<file path="src/rtl/smcc_pkg.sv">
// Package for the stream-to-memory channel control block: map, fields, types
package smcc_pkg;

    // ------------------------------------------------------------
    // Register map
    // ------------------------------------------------------------
    localparam int unsigned ADDR_W = 8;
    localparam logic [7:0] WRITE_CHANNEL_CONTROL_OFFSET = 8'h30;
    localparam logic [7:0] WRITE_CHANNEL_STATUS_OFFSET  = 8'h34;

    // ------------------------------------------------------------
    // Field positions of write_channel_control
    // ------------------------------------------------------------
    localparam int unsigned RUN_STOP_BIT     = 0;
    localparam int unsigned FIXED_ONE_BIT    = 1;
    localparam int unsigned SOFT_RESET_BIT   = 2;
    localparam int unsigned FIXED_ADDR_BIT   = 3;
    localparam int unsigned CYCLIC_BIT       = 4;
    localparam int unsigned RSVD_LO_BIT      = 5;
    localparam int unsigned RSVD_HI_BIT      = 11;
    localparam int unsigned COMPLETION_BIT   = 12;

    // Field positions of the status word
    localparam int unsigned STAT_HALTED_BIT  = 0;
    localparam int unsigned STAT_STOPPING_BIT = 1;
    localparam int unsigned STAT_RESETTING_BIT = 2;
    localparam int unsigned STAT_BUSY_BIT    = 3;

    // ------------------------------------------------------------
    // Bus and burst encodings
    // ------------------------------------------------------------
    localparam logic [1:0] RESP_OKAY     = 2'h0;
    localparam logic [1:0] RESP_SLVERR   = 2'h2;
    localparam logic [1:0] BURST_FIXED   = 2'h0;
    localparam logic [1:0] BURST_INCR    = 2'h1;
    localparam logic [7:0] LEN_MAX_FIXED = 8'h0f;
    localparam logic [7:0] LEN_MAX_INCR  = 8'hff;

    // ------------------------------------------------------------
    // Types
    // ------------------------------------------------------------
    typedef enum logic [3:0] {
        ST_HALTED    = 4'h1,
        ST_RUNNING   = 4'h2,
        ST_STOPPING  = 4'h4,
        ST_RESETTING = 4'h8
    } smcc_state_t;

    typedef struct packed {
        logic run_stop;
        logic soft_reset;
        logic fixed_addr;
        logic cyclic;
        logic completion_irq_enable;
    } smcc_regs_t;

    localparam smcc_regs_t REGS_RESET = '{default: 1'b0};

    // Status from the datapath and descriptor engine
    typedef struct packed {
        logic busy;
        logic update_pending;
        logic error_event;
        logic completion_event;
        logic complete_flag;
        logic peer_reset_req;
    } smcc_eng_stat_t;

    // Controls to the datapath and descriptor engine
    typedef struct packed {
        logic       accept_work;
        logic       halted;
        logic       flush_pending;
        logic       terminate_streams;
        logic       engine_reset;
        logic [1:0] aw_burst;
        logic [7:0] aw_len_max;
        logic       ignore_complete;
        logic       completion_irq;
    } smcc_eng_ctrl_t;

    typedef struct packed {
        logic              awready;
        logic              aw_full;
        logic [ADDR_W-1:0] aw_addr;
        logic              wready;
        logic              w_full;
        logic [31:0]       wdata;
        logic [3:0]        wstrb;
        logic              bvalid;
        logic [1:0]        bresp;
        logic              arready;
        logic              rvalid;
        logic [31:0]       rdata;
        logic [1:0]        rresp;
        logic              rd_ctrl;
    } smcc_bus_t;

    typedef struct packed {
        smcc_state_t    state;
        smcc_regs_t     regs;
        smcc_eng_ctrl_t ctrl;
        smcc_bus_t      bus;
    } smcc_all_t;

endpackage

</file>
<file path="src/rtl/smcc_channel_control.sv">
// Stream-to-memory channel control register and run/stop/reset sequencer
//
// Added by the designer: the AXI4-Lite interface to the registers.
`timescale 1ns/1ps
// ------------------------------------------------------------
// Contract
// - Run/stop written 0: stop taking work, halt after in-flight work ends.
// - Chained mode stop: descriptor write-backs drain before halting.
// - Direct mode stop: pending transfers flushed, streams may end early.
// - Halted indication reads 1 once the engine has really halted.
// - Hardware clears run/stop on error; software may clear it too.
// - Writing run/stop 1 starts; halted returns to 0 when running.
// - Control bit 1 ignores writes and reads 1.
// - Soft reset bit starts graceful reset, flushing, ending streams with last.
// - Soft reset from either channel resets the whole engine.
// - After soft reset every register holds its reset value.
// - Soft reset bit reads 1 during reset, 0 otherwise.
// - Fixed-address bit makes memory writes fixed, non-incrementing bursts.
// - Fixed-address bursts are at most 16 beats.
// - Fixed-address bit has no effect in multichannel configuration.
// - Cyclic bit makes descriptor fetch ignore the completed flag.
// - Cyclic bit has no effect in multichannel or direct register mode.
// - Control bits 11 to 5 ignore writes and read zero.
// - Completion interrupt enable gates completion events onto the interrupt.
// ------------------------------------------------------------
module smcc_channel_control (
    // Clock and reset
    input  wire logic                          aclk,
    input  wire logic                          aresetn,
    // Configuration straps
    input  wire logic                          sg_mode,
    input  wire logic                          multichannel,
    // AXI4-Lite write address and data
    input  wire logic                          awvalid,
    output logic                               awready,
    input  wire logic [smcc_pkg::ADDR_W-1:0]   awaddr,
    input  wire logic [2:0]                    awprot,
    input  wire logic                          wvalid,
    output logic                               wready,
    input  wire logic [31:0]                   wdata,
    input  wire logic [3:0]                    wstrb,
    // AXI4-Lite write response
    output logic                               bvalid,
    input  wire logic                          bready,
    output logic [1:0]                         bresp,
    // AXI4-Lite read
    input  wire logic                          arvalid,
    output logic                               arready,
    input  wire logic [smcc_pkg::ADDR_W-1:0]   araddr,
    input  wire logic [2:0]                    arprot,
    output logic                               rvalid,
    input  wire logic                          rready,
    output logic [31:0]                        rdata,
    output logic [1:0]                         rresp,
    // Engine side
    input  wire smcc_pkg::smcc_eng_stat_t      eng_stat,
    output smcc_pkg::smcc_eng_ctrl_t           eng_ctrl
);

    smcc_pkg::smcc_all_t s;
    smcc_pkg::smcc_all_t next_s;
    smcc_pkg::smcc_all_t reset_s;

    logic        quiet_stop;
    logic        quiet_reset;
    logic        do_write;
    logic        reset_req;
    logic [31:0] ctrl_word;
    logic [31:0] stat_word;

    // ------------------------------------------------------------
    // Reset image
    // ------------------------------------------------------------
    always_comb begin
        reset_s                 = '0;
        reset_s.state           = smcc_pkg::ST_HALTED;
        reset_s.regs            = smcc_pkg::REGS_RESET;
        reset_s.ctrl.halted     = 1'b1;
        reset_s.ctrl.aw_burst   = smcc_pkg::BURST_INCR;
        reset_s.ctrl.aw_len_max = smcc_pkg::LEN_MAX_INCR;
        reset_s.bus.awready     = 1'b1;
        reset_s.bus.wready      = 1'b1;
        reset_s.bus.arready     = 1'b1;
    end

    // ------------------------------------------------------------
    // Read words
    // ------------------------------------------------------------
    always_comb begin
        ctrl_word = 32'h0000_0000;
        ctrl_word[smcc_pkg::RUN_STOP_BIT]   = s.regs.run_stop;
        ctrl_word[smcc_pkg::FIXED_ONE_BIT]  = 1'b1;
        ctrl_word[smcc_pkg::SOFT_RESET_BIT] = s.regs.soft_reset;
        ctrl_word[smcc_pkg::FIXED_ADDR_BIT] = s.regs.fixed_addr;
        ctrl_word[smcc_pkg::CYCLIC_BIT]     = s.regs.cyclic;
        ctrl_word[smcc_pkg::COMPLETION_BIT] = s.regs.completion_irq_enable;
        stat_word = 32'h0000_0000;
        stat_word[smcc_pkg::STAT_HALTED_BIT]    = s.ctrl.halted;
        stat_word[smcc_pkg::STAT_STOPPING_BIT]  = (s.state == smcc_pkg::ST_STOPPING);
        stat_word[smcc_pkg::STAT_RESETTING_BIT] = (s.state == smcc_pkg::ST_RESETTING);
        stat_word[smcc_pkg::STAT_BUSY_BIT]      = eng_stat.busy;
    end

    // On stop, chained mode also waits for descriptor write-backs, direct mode does not; reset waits for them in both
    assign quiet_stop  = !eng_stat.busy && !(sg_mode && eng_stat.update_pending);
    assign quiet_reset = !eng_stat.busy && !eng_stat.update_pending;

    // ------------------------------------------------------------
    // Next state
    // ------------------------------------------------------------
    always_comb begin
        next_s   = s;
        do_write = 1'b0;
        reset_req = 1'b0;

        // Write channels are taken independently, in either order
        if (awvalid && s.bus.awready) begin
            next_s.bus.aw_full = 1'b1;
            next_s.bus.aw_addr = awaddr;
        end
        if (wvalid && s.bus.wready) begin
            next_s.bus.w_full = 1'b1;
            next_s.bus.wdata  = wdata;
            next_s.bus.wstrb  = wstrb;
        end
        if (bready && s.bus.bvalid) begin
            next_s.bus.bvalid = 1'b0;
        end
        if (next_s.bus.aw_full && next_s.bus.w_full && !next_s.bus.bvalid) begin
            do_write           = 1'b1;
            next_s.bus.aw_full = 1'b0;
            next_s.bus.w_full  = 1'b0;
            next_s.bus.bvalid  = 1'b1;
            next_s.bus.bresp   = smcc_pkg::RESP_SLVERR;
            if (next_s.bus.aw_addr == smcc_pkg::WRITE_CHANNEL_CONTROL_OFFSET) begin
                next_s.bus.bresp = smcc_pkg::RESP_OKAY;
                // Bits 1 and 11..5 have no storage, so writes to them vanish
                if (next_s.bus.wstrb[0]) begin
                    next_s.regs.run_stop   = next_s.bus.wdata[smcc_pkg::RUN_STOP_BIT];
                    next_s.regs.fixed_addr = next_s.bus.wdata[smcc_pkg::FIXED_ADDR_BIT];
                    next_s.regs.cyclic     = next_s.bus.wdata[smcc_pkg::CYCLIC_BIT];
                    // Writing 0 never cancels a reset already under way
                    if (next_s.bus.wdata[smcc_pkg::SOFT_RESET_BIT]) begin
                        next_s.regs.soft_reset = 1'b1;
                        reset_req              = 1'b1;
                    end
                end
                if (next_s.bus.wstrb[1]) begin
                    next_s.regs.completion_irq_enable =
                        next_s.bus.wdata[smcc_pkg::COMPLETION_BIT];
                end
            end else if (next_s.bus.aw_addr == smcc_pkg::WRITE_CHANNEL_STATUS_OFFSET) begin
                next_s.bus.bresp = smcc_pkg::RESP_OKAY;
            end
        end
        next_s.bus.awready = !next_s.bus.aw_full;
        next_s.bus.wready  = !next_s.bus.w_full;

        // Read channel: one outstanding read, answered the cycle after it is taken
        if (rready && s.bus.rvalid) begin
            next_s.bus.rvalid = 1'b0;
        end
        if (arvalid && s.bus.arready) begin
            next_s.bus.rvalid  = 1'b1;
            next_s.bus.rd_ctrl = 1'b0;
            next_s.bus.rdata   = 32'h0000_0000;
            next_s.bus.rresp   = smcc_pkg::RESP_SLVERR;
            if (araddr == smcc_pkg::WRITE_CHANNEL_CONTROL_OFFSET) begin
                next_s.bus.rd_ctrl = 1'b1;
                next_s.bus.rdata   = ctrl_word;
                next_s.bus.rresp   = smcc_pkg::RESP_OKAY;
            end else if (araddr == smcc_pkg::WRITE_CHANNEL_STATUS_OFFSET) begin
                next_s.bus.rdata = stat_word;
                next_s.bus.rresp = smcc_pkg::RESP_OKAY;
            end
        end
        next_s.bus.arready = !next_s.bus.rvalid;

        // Hardware events override software
        if (eng_stat.error_event) begin
            next_s.regs.run_stop = 1'b0;
        end
        if (eng_stat.peer_reset_req) begin
            next_s.regs.soft_reset = 1'b1;
            reset_req              = 1'b1;
        end

        // ------------------------------------------------------------
        // Run/stop/reset sequencer
        // ------------------------------------------------------------
        case (s.state)
            smcc_pkg::ST_HALTED: begin
                if (next_s.regs.soft_reset) begin
                    next_s.state = smcc_pkg::ST_RESETTING;
                end else if (next_s.regs.run_stop) begin
                    next_s.state = smcc_pkg::ST_RUNNING;
                end
            end
            smcc_pkg::ST_RUNNING: begin
                if (next_s.regs.soft_reset) begin
                    next_s.state = smcc_pkg::ST_RESETTING;
                end else if (!next_s.regs.run_stop) begin
                    next_s.state = smcc_pkg::ST_STOPPING;
                end
            end
            smcc_pkg::ST_STOPPING: begin
                // A restart during the drain waits until the halt is reached
                if (next_s.regs.soft_reset) begin
                    next_s.state = smcc_pkg::ST_RESETTING;
                end else if (quiet_stop) begin
                    next_s.state = smcc_pkg::ST_HALTED;
                end
            end
            smcc_pkg::ST_RESETTING: begin
                // A request landing in the last cycle keeps the reset going, not lost
                if (quiet_reset && !reset_req) begin
                    // Bus handshake state survives so a pending answer is not lost
                    next_s.state = smcc_pkg::ST_HALTED;
                    next_s.regs  = smcc_pkg::REGS_RESET;
                end
            end
            default: begin
                next_s.state = smcc_pkg::ST_HALTED;
                next_s.regs  = smcc_pkg::REGS_RESET;
            end
        endcase

        // ------------------------------------------------------------
        // Engine controls, registered with the state they belong to
        // ------------------------------------------------------------
        next_s.ctrl.accept_work   = (next_s.state == smcc_pkg::ST_RUNNING);
        next_s.ctrl.halted        = (next_s.state == smcc_pkg::ST_HALTED);
        next_s.ctrl.flush_pending = (next_s.state == smcc_pkg::ST_RESETTING)
                                  || ((next_s.state == smcc_pkg::ST_STOPPING) && !sg_mode);
        next_s.ctrl.terminate_streams = (next_s.state == smcc_pkg::ST_RESETTING)
                                      || (next_s.state == smcc_pkg::ST_STOPPING);
        next_s.ctrl.engine_reset  = (next_s.state == smcc_pkg::ST_RESETTING);
        if (next_s.regs.fixed_addr && !multichannel) begin
            next_s.ctrl.aw_burst   = smcc_pkg::BURST_FIXED;
            next_s.ctrl.aw_len_max = smcc_pkg::LEN_MAX_FIXED;
        end else begin
            next_s.ctrl.aw_burst   = smcc_pkg::BURST_INCR;
            next_s.ctrl.aw_len_max = smcc_pkg::LEN_MAX_INCR;
        end
        next_s.ctrl.ignore_complete = next_s.regs.cyclic && sg_mode
                                    && !multichannel;
        next_s.ctrl.completion_irq  = eng_stat.completion_event && eng_stat.complete_flag
                                    && s.regs.completion_irq_enable;
    end

    // ------------------------------------------------------------
    // State register
    // ------------------------------------------------------------
    always_ff @(posedge aclk) begin
        if (!aresetn) begin
            s <= reset_s;
        end else begin
            s <= next_s;
        end
    end

    assign awready  = s.bus.awready;
    assign wready   = s.bus.wready;
    assign bvalid   = s.bus.bvalid;
    assign bresp    = s.bus.bresp;
    assign arready  = s.bus.arready;
    assign rvalid   = s.bus.rvalid;
    assign rdata    = s.bus.rdata;
    assign rresp    = s.bus.rresp;
    assign eng_ctrl = s.ctrl;

    // ------------------------------------------------------------
    // Checks
    // ------------------------------------------------------------
    chk_stop_halts_idle: assert property (@(posedge aclk) disable iff (!aresetn)
        (s.state == smcc_pkg::ST_STOPPING) && !next_s.regs.soft_reset && quiet_stop
        |=> s.ctrl.halted && !s.ctrl.accept_work)
        else $error("stop did not halt once idle");

    chk_no_work_stopped: assert property (@(posedge aclk) disable iff (!aresetn)
        s.ctrl.accept_work |-> s.regs.run_stop && !s.regs.soft_reset)
        else $error("work accepted while stopped");

    chk_updates_drain: assert property (@(posedge aclk) disable iff (!aresetn)
        (s.state == smcc_pkg::ST_STOPPING) && sg_mode && eng_stat.update_pending
        |=> !s.ctrl.halted)
        else $error("halted with descriptor updates pending");

    chk_direct_flush: assert property (@(posedge aclk) disable iff (!aresetn)
        (s.state == smcc_pkg::ST_STOPPING) && !sg_mode |-> s.ctrl.flush_pending)
        else $error("direct mode stop without flush");

    chk_error_clears_run: assert property (@(posedge aclk) disable iff (!aresetn)
        eng_stat.error_event |=> !s.regs.run_stop && !s.ctrl.accept_work)
        else $error("error did not stop the channel");

    chk_run_clears_halt: assert property (@(posedge aclk) disable iff (!aresetn)
        $rose(s.regs.run_stop) && !s.regs.soft_reset && $past(s.ctrl.halted)
        |-> !s.ctrl.halted && s.ctrl.accept_work)
        else $error("run did not leave halted state");

    chk_reserved_bits: assert property (@(posedge aclk) disable iff (!aresetn)
        s.bus.rvalid && s.bus.rd_ctrl
        |-> s.bus.rdata[smcc_pkg::FIXED_ONE_BIT]
            && (s.bus.rdata[smcc_pkg::RSVD_HI_BIT:smcc_pkg::RSVD_LO_BIT] == 7'h00))
        else $error("reserved control bits read wrong");

    chk_peer_reset: assert property (@(posedge aclk) disable iff (!aresetn)
        eng_stat.peer_reset_req |=> s.regs.soft_reset && s.ctrl.engine_reset)
        else $error("peer reset request ignored");

    chk_reset_restores: assert property (@(posedge aclk) disable iff (!aresetn)
        $fell(s.regs.soft_reset)
        |-> (s.regs == smcc_pkg::REGS_RESET) && s.ctrl.halted && !s.ctrl.engine_reset)
        else $error("soft reset left registers set");

    chk_fixed_burst: assert property (@(posedge aclk) disable iff (!aresetn)
        (s.ctrl.aw_burst == smcc_pkg::BURST_FIXED)
        |-> (s.ctrl.aw_len_max == smcc_pkg::LEN_MAX_FIXED) && s.regs.fixed_addr
            && !multichannel)
        else $error("fixed burst mode inconsistent");

    chk_cyclic_gate: assert property (@(posedge aclk) disable iff (!aresetn)
        s.ctrl.ignore_complete |-> s.regs.cyclic && sg_mode && !multichannel)
        else $error("completed flag ignored outside cyclic chained mode");

    chk_irq_gate: assert property (@(posedge aclk) disable iff (!aresetn)
        eng_stat.completion_event && eng_stat.complete_flag
        |=> (s.ctrl.completion_irq == $past(s.regs.completion_irq_enable)))
        else $error("completion interrupt not gated by enable");

    chk_stop_waits_busy: assert property (@(posedge aclk) disable iff (!aresetn)
        (s.state == smcc_pkg::ST_STOPPING) && eng_stat.busy |=> !s.ctrl.halted)
        else $error("halted with transfers in flight");

    chk_reset_flushes: assert property (@(posedge aclk) disable iff (!aresetn)
        (s.state == smcc_pkg::ST_RESETTING)
        |-> s.ctrl.flush_pending && s.ctrl.terminate_streams && !s.ctrl.accept_work)
        else $error("soft reset without flush");

    chk_reset_bit_read: assert property (@(posedge aclk) disable iff (!aresetn)
        $rose(s.bus.rvalid) && s.bus.rd_ctrl
        |-> (s.bus.rdata[smcc_pkg::SOFT_RESET_BIT]
             == ($past(s.state) == smcc_pkg::ST_RESETTING)))
        else $error("soft reset bit does not track the reset");

    chk_fixed_multichan: assert property (@(posedge aclk) disable iff (!aresetn)
        multichannel |-> (s.ctrl.aw_burst == smcc_pkg::BURST_INCR))
        else $error("fixed bursts in multichannel configuration");

endmodule

</file>
<file path="config.mk">
export PLATFORM = sky130hd
export DESIGN_NAME = smcc_channel_control
export DESIGN_NICKNAME = d
export VERILOG_FILES = /design/src/rtl/smcc_pkg.sv /design/src/rtl/smcc_channel_control.sv
export SDC_FILE = /design/constraint.sdc
export NUM_CORES = 1
export LEC_CHECK = 0
export ABC_CLOCK_PERIOD_IN_PS = 2200
export BUFFER_PORTS_ARGS = -buffer_cell sky130_fd_sc_hd__buf_2
export CAP_MARGIN = 5
export CORE_MARGIN = 4
export CORE_UTILIZATION = 40
export DETAILED_ROUTE_END_ITERATION = 12
export GPL_ROUTABILITY_DRIVEN = 1
export PLACE_DENSITY = 0.76
export SYNTH_ARGS = -nofsm -noshare
export SYNTH_HDL_FRONTEND = slang
export SYNTH_SLANG_ARGS = --single-unit
</file>
<file path="constraint.sdc">
create_clock -name aclk -period 2.2 [get_ports aclk]
set_clock_uncertainty 0.2 [all_clocks]
set_input_delay 0.33 -clock aclk [delete_from_list [all_inputs] [get_ports aclk]]
set_output_delay 0.33 -clock aclk [all_outputs]
set_load 0.05 [all_outputs]
</file>
==> results of run 1 <==
==> state kept, by name, indices dropped and copies added, names as in the netlist, 5 cells and up <==
signal and flops:
rdata 6, ctrl_word 5, eng_ctrl 8, s 21
==> per-layer routing <==
layer	vias up	GRT usage, %	wire [µm]	part of all wire [%]
met5	-	0	0	0
met4	0	6.33	115	2.2
met3	11	3.40	358	7.0
met2	71	23.4	2480	48
met1	845	17.6	2200	43
li1	969	-	-	-
==> per-stage QoR <==
| stage | utilization [%] | instance area [µm²] | cells |
|---|---|---|---|
| floorplan | - | 2500 | 302 |
| global placement | 46.9 | 2630 | 397 |
| detailed placement | 46.9 | 2630 | 397 |
| CTS | 49.7 | 2790 | 410 |
| global route | 50.9 | 2860 | 412 |
| finish | 50.9 | 2860 | 412 |
==> cell type report <==
cell class / count / area, µm²
sequential: 47 / 950
inverter: 8 / 30.0
clock buffer: 6 / 72.6
multi-input combinational: 188 / 1180
timing repair buffer: 89 / 523
tap: 72 / 90.1
clock inverter: 2 / 7.51
fill: 555 / 2750
==> path summary, 6_finish.rpt <==
kind                            depth (start not counted)            to  slack [ns]
worst max-delay path                                    7  eng_ctrl[14]        0.04
worst min register to register                          2         s[82]        0.25
worst min-delay path                                    2  eng_ctrl[14]        0.06
worst max register to register                          7  eng_ctrl[14]        0.04
==> critical path, stage by stage, from the launching register on <==
cell       delay (ns)
dfxtp_2          0.34
nor4b_4          0.31
nand3_2          0.15
a2111oi_4        0.33
buf_4            0.18
mux2i_4          0.24
nor2_2           0.06
o41ai_2          0.26
==> logic make-up (layout without fill, tap and decap cells) <==
| family | after synthesis | count (layout) | share of synthesized area (%) |
|---|---|---|---|
| other | 2 | 33 | 0.317 |
| xor gates and xnor gates | 1 | 1 | 0.370 |
| and+or+nand+nor | 99 | 99 | 21.9 |
| AOI/OAI and AO/OA | 40 | 40 | 11.7 |
| muxes | 15 | 15 | 6.77 |
| buffers and inverters | 67 | 105 | 19.1 |
| DFF | 47 | 47 | 39.7 |
==> synthesized netlist by cell type, types with 2 or more instances <==
master | n | share of area (%)
a21oi_1 | 20 | 4.2
buf_4 | 53 | 17
nand4_1 | 3 | 0.79
nor3_1 | 10 | 2.1
or3_1 | 2 | 0.53
and2_1 | 5 | 1.3
inv_1 | 8 | 1.3
o21bai_1 | 2 | 0.63
nand2b_1 | 6 | 1.6
conb_1 | 2 | 0.32
buf_2 | 2 | 0.42
nor4b_1 | 2 | 0.74
o21ai_2 | 2 | 0.74
nor2b_1 | 4 | 1.1
clkbuf_1 | 4 | 0.63
nand2_1 | 26 | 4.1
nor2_1 | 26 | 4.1
mux2i_1 | 9 | 3.8
o21ai_0 | 3 | 0.63
dfxtp_1 | 47 | 40
mux2_2 | 5 | 2.4
nand3_1 | 4 | 0.85
==> what timing repair did <==
action                                  4_1_cts  5_1_grt
pin swaps                                     3        8
hold buffers                                  1        0
endpoints found under the setup margin        9       11
setup buffers                                 4        2
resized for setup                             7        9
hold endpoints to repair                      1        0
==> power breakdown <==
group | leakage, nW | switching [W] | total, W | internal, W
Clock | 0.0403 | 0.000277 | 0.000494 | 0.000217
Combinational | 0.875 | 0.000369 | 0.000521 | 0.000152
Sequential | 0.386 | 0.0000354 | 0.000941 | 0.000905
Total | 1.30 | 0.000681 | 0.00196 | 0.00127
==> out/metrics.yaml, run 1 <==
finish:
  mostFrequentLayoutCell: "buf_2"
  diodes_inserted: 0
  finish.net_count: 412
  layout_common_cells: "buf_2, dfxtp_1, conb_1"
  area_growth_pct: 20.6
  layout-drive-gt1-share_pct: 35.9
timing:
  slew-limit-headroom_pct: 66.1
  max_freq_mhz: 463
  post_layout_min_period_ns: 2.16
  rsz0062_at_grt: "true"
  finalHoldViolations: 0
  fin_crit_sh_pct: 98.1
  holdWs_ns: 0.0591
  setup_tns_ns: 0
  timing_max_transition_violations_final: 0
  finalWorstSetupSlack_ns: 0.0424
  finalSetupViolCount: 0
  tightestPinTransition_ns: 0.505
global_routing:
  grt_max_degree: 29
  gr-total-overflow: 0
  global_routing_usage_summed_across_all_routing_layers_pct: 14.2
  initial_antenna_violation_count: 0
  vias_in_the_first_global_route: 1818
  grt_pass1_wl_um: 8340
logic_synthesis:
  netlist_area_um2: 2370
  yosysWarnings: 0
  syn_inst: 271
  mean_area_per_synthesized_cell_um2: 8.74
  synth-seq-area-share_pct: 39.7
  asyncSetResetFlopFracSynth_pct: 0
  synthDistinctLibCells: 48
  synth_enable_flop_cells: 0
  ys_dominant_reg_cell: "dfxtp_1"
  synth_seq_cells: 47
detailed_routing:
  post_drt_wl_per_cell_um: 12.5
  drc: 0
  drt-total-wl_um: 5150
  vias: 1896
  route.detailed.vias_per_inst: 4.60
  drtPass1Iterations: 4
  first_iteration_detailed_routing_drc_count: 64
  antenna_left: 0
place:
  place.gp.congestion: 0.899
  half_perimeter_wire_length_of_the_detailed_placement_result_um: 4000
  place.port_buffers: 62
  pre_cts_slack_ns: -0.169
outcome:
  status: "completed"
die:
  ioPinCount: 131
  fp.coreArea_um2: 5610
  effective_utilization_at_floorplan_pct: 42.2
  rows: 27
  die-width_um: 84.9
  die_height_um: 84.9
  floorplan.die_area_um2: 7210
clocking:
  clk_latency_ns: 0.30
  cts_made_buffers: 5
  clock_tree.htree_level_count: 2
  clk_transition_reported_paths_ns: 0.08
  clock_tree_from_tritoncts: "done"
  number_of_clock_sinks_seen_by_cts: 47
  cts_max_path_buffers: 2
  clock-root-buffer: "clkbuf_8"
setup_path:
  r2r-start: "s[85]"
  worst_ep_arrival_time_ns: 2.17
  element_type_at_the_critical_path_end: "flop"
  startpoint_type: "flop"
  crit_path_required_time_ns: 2.21
  highest_fanout_seen_on_the_critical_path: 2
  worst-setup-path-type: "flop to flop"
  critical_path_startpoint: "s[85]"
worst_hold_path:
  holdCritStartpoint: "sg_mode"
  min-delay-path-class: "input port to flop"
run:
  count_of_maximum_capacitance_violations: 0
power_and_ir_drop:
  vdd_ir_drop_max_mv: 0.245
  static-leakage-power_nw: 1.30
  power_w: 0.00196
  p_per_area_nw_per_um2: 685
(Power assumes the default switching activity.)
==> run 2: changes to the inputs <==
CORE_MARGIN = 10   (was 4)
==> run 2 against run 1 <==
Effect of this change:
- design area decreased by 2.8%
- fmax decreased by 1.5%
- critical path depth unchanged
- non-clock buffer count decreased by 7
- sequential share of layout area rose by 0.99 points
- clock power increased by 4%
- critical path type unchanged
- largest cell class unchanged
- highest routed layer unchanged
==> out/metrics.yaml, run 2 (synthesis gave the netlist of run 1 again) <==
setup_path:
  r2r_setup_slk_ns: 0.009
  cpMaxStageDelayCell: "dfxtp_2"
  cp.depth: 7
  critical_path_startpoint: "s[84]"
  ff2ff_path_depth: 7
  reg2reg_to: "eng_ctrl[14]"
  critical_path.n_buffers_inverters: 1
  highest_fanout_seen_on_the_critical_path: 3
  worstPathCellList: "nor4b_4 > nand3_2 > a2111oi_4 > buf_4 > mux2i_4 > nor2_2 > o41ai_2"
  delay_contributed_by_the_slowest_stage_of_the_critical_path_ns: 0.34
  crit_path_required_time_ns: 2.20
  element_type_at_the_critical_path_end: "flop"
  path_delay_family: "compound AO/OA/AOI/OAI gates"
  r2r-start: "s[84]"
  critical_path.endpoint: "eng_ctrl[14]"
  worst-setup-path-type: "flop to flop"
  startpoint_type: "flop"
  worst_ep_arrival_time_ns: 2.19
detailed_routing:
  antenna_left: 0
  wl_met1_um: 2330
  highest-signal-layer: "met4"
  met2RoutedLength_um: 2900
  drt-total-wl_um: 5730
  detailroute.wirelength.met3_um: 407
  post_drt_wl_per_cell_um: 14.2
  route.detailed.vias_per_inst: 4.62
  vias: 1867
  first_iteration_detailed_routing_drc_count: 55
  drc: 0
  drtPass1Iterations: 4
clocking:
  clock-root-buffer: "clkbuf_8"
  cts_max_path_buffers: 2
  clock_tree_from_tritoncts: "done"
  clock_tree.htree_level_count: 2
  number_of_clock_sinks_seen_by_cts: 47
  clk_transition_reported_paths_ns: 0.08
  clk_latency_ns: 0.29
  cts_made_buffers: 5
finish:
  area_growth_pct: 17.3
  max_reg_flops: 21
  mostFrequentLayoutCell: "buf_2"
  top_register: "s"
  layout_common_cells: "buf_2, dfxtp_1, conb_1"
  post-route-util_pct: 49.5
  fillers: 544
  finish.net_count: 405
  layout-drive-gt1-share_pct: 34.9
  diodes_inserted: 0
power_and_ir_drop:
  register_share_of_total_power_pct: 48.0
  sw_share_pct: 33.9
  p_comb_share_pct: 25.9
  static-leakage-power_nw: 1.25
  total_net_switching_power_w: 0.000666
  power.share.clock_pct: 26.1
  internal_power_w: 0.00130
  p_per_area_nw_per_um2: 707
  vdd_ir_drop_max_mv: 0.334
place:
  place.gp.congestion: 0.874
  half_perimeter_wire_length_of_the_detailed_placement_result_um: 4670
  place.port_buffers: 62
worst_hold_path:
  holdCritStartpoint: "sg_mode"
  min-delay-path-class: "input port to flop"
  hold_depth: 2
timing:
  fin_crit_sh_pct: 99.6
  max_freq_mhz: 456
  timing_max_transition_violations_final: 0
  finalHoldViolations: 0
  post_layout_min_period_ns: 2.19
  holdWs_ns: 0.0728
  rsz0062_at_grt: "true"
  finalSetupViolCount: 0
global_routing:
  grt_pass1_wl_um: 9220
  initial_antenna_violation_count: 0
  grt_max_degree: 29
  gr-total-overflow: 0
  vias_in_the_first_global_route: 1931
  global_routing_usage_summed_across_all_routing_layers_pct: 11.6
die:
  effective_utilization_at_floorplan_pct: 42.2
  fp.coreArea_um2: 5610
  die-width_um: 96.9
  floorplan.die_area_um2: 9400
  rows: 27
  ioPinCount: 131
  die_height_um: 96.9
run:
  count_of_maximum_capacitance_violations: 0
outcome:
  status: "completed"
-- run 2: cell types whose count changed in the layout (fill, tap and decap cells not counted), sizes merged --
cell,change
clkinv,-1
buf,-7
-- run 2: worst min path at each step --
stage,endpoint,slack (ns)
2_1_floorplan,eng_ctrl[1],0.21
3_3_place_gp,rdata[4],0.24
3_5_place_dp,rdata[12],0.24
4_1_cts,eng_ctrl[1],0.002
5_1_grt,eng_ctrl[14],0.06
6_report,eng_ctrl[14],0.07
-- run 2: repair_timing --
item / in CTS / in global routing
hold buffers: 0 / 1
setup buffers: 2 / 2
pin swaps: 3 / 4
endpoints found under the hold margin: 0 / 1
resized for setup: 6 / 6
endpoints found under the setup margin: 6 / 11
-- run 2: power groups by stage --
stage | clock (W) | combinational [W] | sequential, W
final | 0.000512 | 0.000508 | 0.000942
after global routing | 0.000564 | 0.000548 | 0.000948
after CTS | 0.000534 | 0.000503 | 0.000941
after detailed placement | 0 | 0.000498 | 0.000958
after global placement | 0 | 0.000491 | 0.000957
after floorplan | 0 | 0.000413 | 0.000980
-- run 2: routing by layer --
| layer | global-route usage (%) | vias up |
|---|---|---|
| li1 | - | 954 |
| met4 | 4.62 | 0 |
| met2 | 20.1 | 57 |
| met5 | 0 | - |
| met3 | 4.26 | 7 |
| met1 | 12.5 | 849 |
-- run 2: area by class of cell --
class                      instances  area, µm²  area share, %
tap                               72       90.1           3.24
clock inverter                     1       5.00          0.180
clock buffer                       6       82.6           2.97
timing repair buffer              82        470           16.9
sequential                        47        951           34.2
multi-input combinational        188       1150           41.3
inverter                           8       30.0           1.08
-- run 2: per-stage QoR --
step	worst slack (ns)	power [W]	area [µm²]	std cells	TNS [ns]
6_report	0.00883	0.00196	2780	404	0
5_1_grt	-0.0897	0.00206	2780	404	-0.345
4_1_cts	0.00296	0.00198	2730	401	0
3_5_place_dp	-0.138	0.00146	2590	392	-0.936
3_3_place_gp	-0.142	0.00145	2590	392	-0.957
2_1_floorplan	-0.0361	0.00139	2500	302	-0.0361
-- run 2: worst register-to-register path, cell delays in order, from the launching register on --
cell,delay (ns)
dfxtp_2,0.34
nor4b_4,0.33
nand3_2,0.15
a2111oi_4,0.30
buf_4,0.20
mux2i_4,0.25
nor2_2,0.07
o41ai_2,0.26
